--- src/hdl/vfp_params.svh ---
// vfp_params.svh: offsets, reset values and timing counts of the fault sequencer
// assumes a 40 MHz core clock and converter codes scaled in millivolts
`ifndef VFP_PARAMS_SVH
`define VFP_PARAMS_SVH

`define VFP_CLK_MHZ 40
`define VFP_REG_MAX_CURRENT 8'h21
`define VFP_OCP_DELAY_US 50
`define VFP_OCP_DELAY_CYC (`VFP_OCP_DELAY_US * `VFP_CLK_MHZ)
`define VFP_UV_MARGIN_MV 12'h12C
`define VFP_OV_MARGIN_MV 12'h190
`define VFP_OV_RELEASE_MV 12'h064
`define VFP_OV_START_MV 12'h9C4
`define VFP_MAX_CURRENT_PROGRAM_PIN_FULL_MV 12'h7D0
`define VFP_MAX_CURRENT_PROGRAM_PIN_FULL_A 8'h40
`define VFP_SS_STEP_CYC 40
`define VFP_OVRAMP_STEP_CYC 400

`endif

--- src/hdl/vfp_pkg.sv ---
// vfp_pkg.sv: types of the fault sequencer
// assumes vfp_params.svh supplies the numeric constants
package vfp_pkg;
    typedef enum logic [2:0] {VFP_OFF, VFP_SOFT, VFP_RUN, VFP_OVP, VFP_OCP} vfp_state_t;
endpackage : vfp_pkg

--- src/hdl/vfp_sync.sv ---
// vfp_sync.sv: three-stage synchroniser with agreement filter
// assumes asynchronous level inputs
`timescale 1ns/1ps
module vfp_sync #(
    parameter int W = 1
) (
    input wire logic clk,
    input wire logic rst_n,
    input wire logic [W-1:0] din,
    output logic [W-1:0] dout
);
    logic [W-1:0] s1_q, s2_q, s3_q, out_q, out_d;
    genvar i;

    // per-bit filter: change accepted once stage two and three agree
    generate
        for (i = 0; i < W; i++)
        begin : g_bit
            always_comb
            begin
                out_d[i] = (s2_q[i] == s3_q[i]) ? s3_q[i] : out_q[i];
            end
        end
    endgenerate

    // register stages
    always_ff @(posedge clk)
    begin
        if (!rst_n)
        begin
            s1_q <= '0;
            s2_q <= '0;
            s3_q <= '0;
            out_q <= '0;
        end
        else
        begin
            s1_q <= din;
            s2_q <= s1_q;
            s3_q <= s2_q;
            out_q <= out_d;
        end
    end

    assign dout = out_q;
endmodule : vfp_sync

--- src/hdl/vfp_sequencer.sv ---
// vfp_sequencer.sv: soft start, fault latching and pin sampling for the regulator
// assumes analog comparators and converter codes arrive asynchronously, codes
// are held stable by the converter while its valid level is high
//
// Summary of operation
// over-limit current for 50 us continuous latches an over-current shutdown.
// current at or above 150 percent shuts down at once.
// over-current shutdown holds outputs off until supply or enable cycles.
// over-limit means limit-pin current exceeds the 10 uA reference current.
// output below reference minus droop by margin drives ready low.
// margin defaults to 300 mV, replaced by software configuration value.
// output above reference by 400 mV drops ready and ramps reference down.
// over-voltage forces high gate off, low gate on until output is 100 mV.
// over-voltage state holds until supply or enable cycles.
// during start-up the over-voltage threshold is a fixed 2.5 V.
// soft start steps the reference code from zero to target at fixed rate.
// ramp-supply lockout counts only while enabled.
// on enable, sample max-current pin once, value equals mV times 64/2000.
// current-report pin digitised, 2 V equals full maximum load.
// temperature input digitised for comparison with thermal thresholds.
// phase comparator output drives the gate driver as the single PWM.
// controller, driver and bootstrap supplies monitored for undervoltage.
// host clears over-current by driving enable low then high.
// ready stays low during any latched fault or soft-start ramp.
// enable toggle or supply return clears faults and restarts from zero.
`timescale 1ns/1ps
`include "vfp_params.svh"
module vfp_sequencer
    import vfp_pkg::*;
#(
    parameter int OCP_DELAY_CYC = `VFP_OCP_DELAY_CYC,
    parameter int SS_STEP_CYC = `VFP_SS_STEP_CYC,
    parameter int OVRAMP_STEP_CYC = `VFP_OVRAMP_STEP_CYC
) (
    input wire logic clk,
    input wire logic rst_n,
    input wire logic enable_pin,
    input wire logic vcc_ok,
    input wire logic drv_vcc_ok,
    input wire logic bootstrap_supply_ok,
    input wire logic ramp_supply_sense_ok,
    input wire logic limit_over_ref,
    input wire logic limit_over_150,
    input wire logic pwm_cmp,
    input wire logic adc_valid,
    input wire logic [11:0] vout_mv,
    input wire logic [11:0] droop_mv,
    input wire logic [11:0] max_current_program_pin,
    input wire logic [11:0] current_report_mv,
    input wire logic [11:0] temperature_sense_input,
    input wire logic [11:0] target_code,
    input wire logic [11:0] ready_low_limit,
    input wire logic ready_low_limit_en,
    input wire logic [7:0] reg_addr,
    output logic [7:0] reg_rdata,
    output logic regulator_ready_out,
    output logic gate_pwm,
    output logic high_gate_off,
    output logic low_gate_on,
    output logic shutdown,
    output logic [11:0] dac_code,
    output logic [7:0] max_current_value,
    output logic [7:0] current_report_code,
    output logic [11:0] temperature_code
);
    // refuse counts that the 16-bit counters cannot hold
    if (OCP_DELAY_CYC < 1 || SS_STEP_CYC < 1 || OVRAMP_STEP_CYC < 1 ||
        OCP_DELAY_CYC > 65535 || SS_STEP_CYC > 65536 || OVRAMP_STEP_CYC > 65536)
    begin : g_bad_count
        $error("vfp_sequencer: counts out of range for the 16-bit counters");
    end

    // ----------------------------------------------------------------
    // input synchronisation
    // ----------------------------------------------------------------
    logic [8:0] raw_s, syn;
    logic en_s, vcc_s, drv_s, bst_s, rmp_s, ocl_s, ocf_s, pwm_s, adv_s;
    assign raw_s = {enable_pin, vcc_ok, drv_vcc_ok, bootstrap_supply_ok,
                    ramp_supply_sense_ok, limit_over_ref, limit_over_150, pwm_cmp, adc_valid};
    vfp_sync #(.W(9)) u_sync (
        .clk(clk),
        .rst_n(rst_n),
        .din(raw_s),
        .dout(syn)
    );
    assign {en_s, vcc_s, drv_s, bst_s, rmp_s, ocl_s, ocf_s, pwm_s, adv_s} = syn;

    // ----------------------------------------------------------------
    // supply qualification
    // ----------------------------------------------------------------
    logic supplies_ok, en_prev_q, power_ok_q, restart;
    // lockout on controller, driver and bootstrap supplies, hysteresis is analog
    assign supplies_ok = vcc_s && drv_s && bst_s;
    // ramp lockout only matters once enabled
    logic run_ok;
    assign run_ok = supplies_ok && en_s && rmp_s;
    // rising enable or supply return restarts the sequence
    assign restart = (en_s && !en_prev_q) || (supplies_ok && !power_ok_q);

    // ----------------------------------------------------------------
    // sequencer state
    // ----------------------------------------------------------------
    vfp_state_t st_q, st_d;
    logic [11:0] dac_q, dac_d;
    logic [15:0] tmr_q, tmr_d;
    logic [15:0] ocp_q, ocp_d;
    logic [7:0] max_current_program_pin_q, max_current_program_pin_d;
    logic max_current_program_pin_done_q, max_current_program_pin_done_d;
    logic [11:0] uv_margin, ov_level, uv_level;
    logic uv_trip, ov_trip, ov_low;
    logic [19:0] max_current_program_pin_prod;

    // under-voltage margin, software value overrides default
    assign uv_margin = ready_low_limit_en ? ready_low_limit : `VFP_UV_MARGIN_MV;
    assign uv_level = ({1'b0, dac_q} > 13'(droop_mv) + 13'(uv_margin))
                    ? 12'(dac_q - droop_mv - uv_margin)
                                                    : 12'h0000;
    assign uv_trip = adv_s && (vout_mv < uv_level);
    // fixed start-up threshold while ramping, relative one in run
    assign ov_level = (st_q == VFP_SOFT) ? `VFP_OV_START_MV
                                         : 12'(dac_q + `VFP_OV_MARGIN_MV);
    assign ov_trip = adv_s && (vout_mv > ov_level);
    assign ov_low = adv_s && (vout_mv <= `VFP_OV_RELEASE_MV);
    // full-scale pin voltage maps to 64 A
    assign max_current_program_pin_prod = 20'(max_current_program_pin) * 20'(`VFP_MAX_CURRENT_PROGRAM_PIN_FULL_A);

    // next-state computation
    always_comb
    begin
        st_d = st_q;
        dac_d = dac_q;
        tmr_d = tmr_q;
        ocp_d = ocp_q;
        max_current_program_pin_d = max_current_program_pin_q;
        max_current_program_pin_done_d = max_current_program_pin_done_q;
        if (!run_ok || restart)
        begin
            st_d = restart && run_ok ? VFP_SOFT : VFP_OFF;
            dac_d = 12'h0000;
            tmr_d = 16'h0000;
            ocp_d = 16'h0000;
            if (!en_s)
                max_current_program_pin_done_d = 1'b0;
        end
        else
        begin
            // one sample of the programming pin per enable
            if (!max_current_program_pin_done_q && adv_s)
            begin
                max_current_program_pin_d = 8'(max_current_program_pin_prod / 20'(`VFP_MAX_CURRENT_PROGRAM_PIN_FULL_MV));
                max_current_program_pin_done_d = 1'b1;
            end
            // latch-off counter on over-limit current
            if ((st_q == VFP_SOFT || st_q == VFP_RUN) && ocl_s)
                ocp_d = 16'(ocp_q + 16'h0001);
            else
                ocp_d = 16'h0000;
            unique case (st_q)
                VFP_OFF:
                begin
                    st_d = VFP_SOFT;
                    dac_d = 12'h0000;
                end
                VFP_SOFT, VFP_RUN:
                begin
                    if (ov_trip)
                    begin
                        st_d = VFP_OVP;
                        tmr_d = 16'h0000;
                    end
                    else if (ocf_s || 32'(ocp_d) >= OCP_DELAY_CYC)
                        st_d = VFP_OCP;
                    else if (st_q == VFP_SOFT)
                    begin
                        // stepped ramp toward target
                        if (32'(tmr_q) >= SS_STEP_CYC - 1)
                        begin
                            tmr_d = 16'h0000;
                            if (dac_q < target_code)
                                dac_d = 12'(dac_q + 12'h001);
                            else
                                st_d = VFP_RUN;
                        end
                        else
                            tmr_d = 16'(tmr_q + 16'h0001);
                    end
                    else
                        dac_d = target_code;
                end
                VFP_OVP:
                begin
                    // slow reference ramp down, held until restart
                    if (32'(tmr_q) >= OVRAMP_STEP_CYC - 1)
                    begin
                        tmr_d = 16'h0000;
                        if (dac_q != 12'h0000)
                            dac_d = 12'(dac_q - 12'h001);
                    end
                    else
                        tmr_d = 16'(tmr_q + 16'h0001);
                end
                VFP_OCP:
                    st_d = VFP_OCP; // held until restart
            endcase
        end
    end

    // ----------------------------------------------------------------
    // output and status registers
    // ----------------------------------------------------------------
    logic rdy_q, rdy_d, pwm_q, pwm_d, hgo_q, hgo_d, lgo_q, lgo_d, sd_q, sd_d;
    logic ovhold_q, ovhold_d;
    logic [7:0] crep_q, crep_d, rd_q, rd_d;
    logic [11:0] temp_q, temp_d;

    // outputs follow state
    always_comb
    begin
        // low gate held on until output falls to release level
        ovhold_d = ovhold_q;
        if (st_d != VFP_OVP)
            ovhold_d = 1'b0;
        else if (st_q != VFP_OVP)
            ovhold_d = 1'b1;
        else if (ov_low)
            ovhold_d = 1'b0;
        // high gate stays off for the whole protection state, not only while low gate pulls
        hgo_d = ovhold_d || st_d == VFP_OVP || st_d == VFP_OCP || st_d == VFP_OFF;
        lgo_d = ovhold_d;
        sd_d = st_d == VFP_OCP || st_d == VFP_OFF;
        pwm_d = (st_d == VFP_SOFT || st_d == VFP_RUN) && pwm_s;
        rdy_d = st_d == VFP_RUN && !uv_trip && !ov_trip;
        // report scaled so 2 V is 255 counts
        crep_d = crep_q;
        temp_d = temp_q;
        if (adv_s)
        begin
            crep_d = (current_report_mv >= `VFP_MAX_CURRENT_PROGRAM_PIN_FULL_MV) ? 8'hFF
                   : 8'((20'(current_report_mv) * 20'h000FF) / 20'(`VFP_MAX_CURRENT_PROGRAM_PIN_FULL_MV));
            temp_d = temperature_sense_input;
        end
        rd_d = (reg_addr == `VFP_REG_MAX_CURRENT) ? max_current_program_pin_d : 8'h00;
    end

    // register all state
    always_ff @(posedge clk)
    begin
        if (!rst_n)
        begin
            st_q <= VFP_OFF;
            dac_q <= 12'h0000;
            tmr_q <= 16'h0000;
            ocp_q <= 16'h0000;
            max_current_program_pin_q <= 8'h00;
            max_current_program_pin_done_q <= 1'b0;
            en_prev_q <= 1'b0;
            power_ok_q <= 1'b0;
            rdy_q <= 1'b0;
            pwm_q <= 1'b0;
            hgo_q <= 1'b1;
            lgo_q <= 1'b0;
            sd_q <= 1'b1;
            ovhold_q <= 1'b0;
            crep_q <= 8'h00;
            temp_q <= 12'h0000;
            rd_q <= 8'h00;
        end
        else
        begin
            st_q <= st_d;
            dac_q <= dac_d;
            tmr_q <= tmr_d;
            ocp_q <= ocp_d;
            max_current_program_pin_q <= max_current_program_pin_d;
            max_current_program_pin_done_q <= max_current_program_pin_done_d;
            en_prev_q <= en_s;
            power_ok_q <= supplies_ok;
            rdy_q <= rdy_d;
            pwm_q <= pwm_d;
            hgo_q <= hgo_d;
            lgo_q <= lgo_d;
            sd_q <= sd_d;
            ovhold_q <= ovhold_d;
            crep_q <= crep_d;
            temp_q <= temp_d;
            rd_q <= rd_d;
        end
    end

    assign regulator_ready_out = rdy_q;
    assign gate_pwm = pwm_q;
    assign high_gate_off = hgo_q;
    assign low_gate_on = lgo_q;
    assign shutdown = sd_q;
    assign dac_code = dac_q;
    assign max_current_value = max_current_program_pin_q;
    assign current_report_code = crep_q;
    assign temperature_code = temp_q;
    assign reg_rdata = rd_q;
endmodule : vfp_sequencer

--- config.mk ---
export PLATFORM = sky130hd
export DESIGN_NAME = vfp_sequencer
export DESIGN_NICKNAME = d
export VERILOG_FILES = /design/src/hdl/vfp_pkg.sv /design/src/hdl/vfp_sync.sv /design/src/hdl/vfp_sequencer.sv
export VERILOG_INCLUDE_DIRS = /design/src /design/src/hdl
export SDC_FILE = /design/constraint.sdc
export NUM_CORES = 1
export LEC_CHECK = 0
export ABC_AREA = 0
export BUFFER_PORTS_ARGS = -buffer_cell sky130_fd_sc_hd__buf_2
export CORE_ASPECT_RATIO = 0.6
export CORE_UTILIZATION = 44
export CTS_BUF_LIST = sky130_fd_sc_hd__clkbuf_4
export DETAILED_ROUTE_END_ITERATION = 12
export GPL_TIMING_DRIVEN = 0
export HOLD_SLACK_MARGIN = 0.05
export PLACE_DENSITY = 0.62
export REMOVE_ABC_BUFFERS = 1
export SYNTH_ARGS = -nofsm -noshare
export SYNTH_HDL_FRONTEND = slang
export SYNTH_SLANG_ARGS = --single-unit
export TNS_END_PERCENT = 1
--- constraint.sdc ---
create_clock -name clk -period 16.1 [get_ports clk]
set_input_delay 4.025 -clock clk [delete_from_list [all_inputs] [get_ports clk]]
set_output_delay 4.025 -clock clk [all_outputs]
set_load 0.005 [all_outputs]
==> impl_metrics.yaml <==
outcome:
  status: "finished, final reports clean"
die:
  dieArea_um2: 32300
  core-area_um2: 30500
  rows: 49
  fp.dieW_um: 231
  die_h_um: 140
  start_util_pct: 45.5
  io_pins: 157
routing:
  dr.pass1.iters: 5
  routed_wl_mm: 36.3
  wl_per_cell_um: 15.9
  num_vias: 12900
  via_per_inst: 5.68
  ant_nets: 0
  drtIter0Drc: 877
  drc: 0
worst_setup_path:
  max_stage_delay_ns: 0.80
  regToRegSetupSlack_ns: 11.13
  worstPathRequired_ns: 16.56
  worst_path_max_delay_cell: "a2111oi_0"
  crit_type: "in2reg"
  start_kind: "input port"
  crit_arrival_ns: 15.39
  worst_setup_path_end_kind: "register"
  crit_top_cell: "fa_1"
  cp_max_fo: 15
timing:
  fin_setup_tns_ns: 0
  period_share_pct: 92.8
  worst_slack_ns: 1.16
  fmax_ghz: 0.0669
  slew_viol_final: 0
  hold_ws_ns: 0.422
  fin_skew_ns: 0.0239
  rsz0062_at_grt: "no"
  setup_viol: 0
  timing.slew.headroom_pct: 16.9
  hold_viol_final: 0
  worstMarginPinSlew_ns: 1.24
  layout_min_cycle_time_ns: 14.94
final_layout:
  final_cell_mix: "nor2_1, inv_1, buf_2"
  layout_commonest_cell: "nor2_1"
  fillerInstances: 2982
  final_cells: 2281
  final_nets: 2163
  drive_above_1_share_pct: 13.0
  areaGrowthSynthToFinish_pct: 9.73
yosys:
  syn_inst: 1749
  netlist_area_um2: 13900
  synth-seq-cells: 127
  synth_cell_types: 100
  ys.flop_type: "dfxtp_1"
  synth-edff-count: 0
  synth-seq-area-share_pct: 18.3
  async_flop_share_pct: 0
  synth.avg_cell_area_um2: 7.93
  ys_warn_count: 0
placement:
  dp_slack_ns: 0.794
  dp_hpwl_mm: 29.0
  gp_congestion: 0.875
  io_buffers: 156
  place_inst: 2249
clock_tree:
  post_cts_resized: 0
  numCtsBuffers: 17
  clk_pin_slew_worst_paths_ns: 0.12
  clk_latency_ns: 0.55
  cts_setup_buffers: 0
  clk_path_buf_depth: 2
  cts_tree: "done"
  cts.sinks: 127
  htreeDepth: 4
  ctsHoldBuffers: 0
  clockRootBuffer: "clkbuf_4"
grt:
  grt_overflow: 0
  grt_antenna_before_repair: 1
  grt_pass1_wl_mm: 61.0
  grt_max_degree: 45
  grt_pass1_vias: 12100
  track_usage_pct: 23.0
job:
  drv_cap: 0
worst_hold_path:
  holdCritPathClass: "reg2reg"
[cell type report]
type / count / area [um2] / area share [%]
Inverter: 160 / 601 / 3.94
Tap cell: 408 / 510 / 3.35
Clock buffer: 20 / 150 / 0.986
Antenna cell: 1 / 2.50 / 0.0164
Timing Repair Buffer: 160 / 808 / 5.31
Multi-Input combinational cell: 1394 / 10500 / 68.8
Clock inverter: 11 / 140 / 0.920
Sequential cell: 127 / 2540 / 16.7
[Yosys cell counts (6+ instances only)]
master | count | area share (%)
a2111oi_0 | 8 | 0.51
a211o_1 | 8 | 0.51
a211oi_1 | 14 | 0.76
a21o_1 | 32 | 1.7
a21oi_1 | 115 | 4.1
a22oi_1 | 9 | 0.49
a31oi_1 | 23 | 1.0
and2_1 | 41 | 1.8
and3_1 | 26 | 1.2
and4_1 | 9 | 0.57
buf_2 | 10 | 0.36
clkbuf_1 | 54 | 1.5
dfxtp_1 | 127 | 18
fa_1 | 62 | 8.9
ha_1 | 137 | 12
inv_1 | 159 | 4.3
mux2i_1 | 22 | 1.6
nand2_1 | 108 | 2.9
nand2b_1 | 28 | 1.3
nand3_1 | 47 | 1.7
nand4_1 | 32 | 1.4
nor2_1 | 178 | 4.8
nor2b_1 | 14 | 0.63
nor3_1 | 39 | 1.4
nor4_1 | 13 | 0.59
o2111ai_1 | 6 | 0.38
o211a_1 | 6 | 0.43
o211ai_1 | 18 | 0.97
o21a_1 | 15 | 0.81
o21ai_0 | 81 | 2.9
o21ai_1 | 7 | 0.25
o21bai_1 | 12 | 0.65
o22ai_1 | 10 | 0.45
o2bb2ai_1 | 7 | 0.44
o31a_1 | 8 | 0.51
o31ai_1 | 10 | 0.54
o32ai_1 | 7 | 0.44
or2_2 | 14 | 0.63
or3_1 | 13 | 0.59
xnor2_1 | 73 | 4.6
xor2_1 | 36 | 2.3
[path summary, 6_finish.rpt]
check	end	from	depth (start not counted)
setup / recovery	current_report_code[0]	current_report_mv[4]	33
hold / removal	u_sync.s2_q[0]	u_sync.s1_q[0]	1
setup reg to reg	regulator_ready_out	dac_code[2]	22
hold reg to reg	u_sync.s2_q[0]	u_sync.s1_q[0]	1
[through the flow]
step / cell area, um2 / util, %
global placement: 14900 / 48.8
finish: 15200 / 50.0
global route: 15200 / 50.0
detailed placement: 14900 / 49.0
floorplan: 13600 / -
CTS: 15200 / 49.9
[metal layers]
layer	vias to the layer above	track usage [%]	share of wire (%)
met1	6147	34.8	52
met3	20	3.93	5.0
li1	6461	-	-
met5	-	0	0
met2	318	34.4	42
met4	0	2.96	0.53
[kinds of logic after synthesis]
kind of cell | after synthesis | synth area share, %
compound gates | 464 | 23.3
xor+xnor | 110 | 7.00
fa+ha+maj | 201 | 21.4
buf+inv | 228 | 6.39
flops | 127 | 18.3
mux | 24 | 1.75
simple gates | 595 | 21.8
[flip-flops by register name, indices dropped and copies added (netlist names)]
| name | cells |
|---|---|
| st_q | 3 |
| reg_rdata | 8 |
| power_ok_q | 1 |
| u_sync.s2_q | 9 |
| tmr_q | 16 |
| en_prev_q | 1 |
| u_sync.s1_q | 9 |
| u_sync.s3_q | 9 |
| ocp_q | 16 |
| max_current_program_pin_done_q | 1 |
| regulator_ready_out | 1 |
| ovhold_q | 1 |
| max_current_value | 8 |
| current_report_code | 8 |
| temperature_code | 12 |
| u_sync.dout | 9 |
| dac_code | 12 |
| high_gate_off | 1 |
| gate_pwm | 1 |
| shutdown | 1 |
[worst max-delay path: cells and delay by family]
family | cells | cell delay (ns)
adders and majority gates | 5 | 2.62
AOI/OAI and AO/OA | 15 | 5.44
buffers and inverters | 3 | 0.24
and+or+nand+nor | 9 | 2.71
xor gates and xnor gates | 1 | 0.33
Power is left out: the tool's default activity adds up to more than one toggle a clock period on the data nets, which glitch-free logic cannot reach.
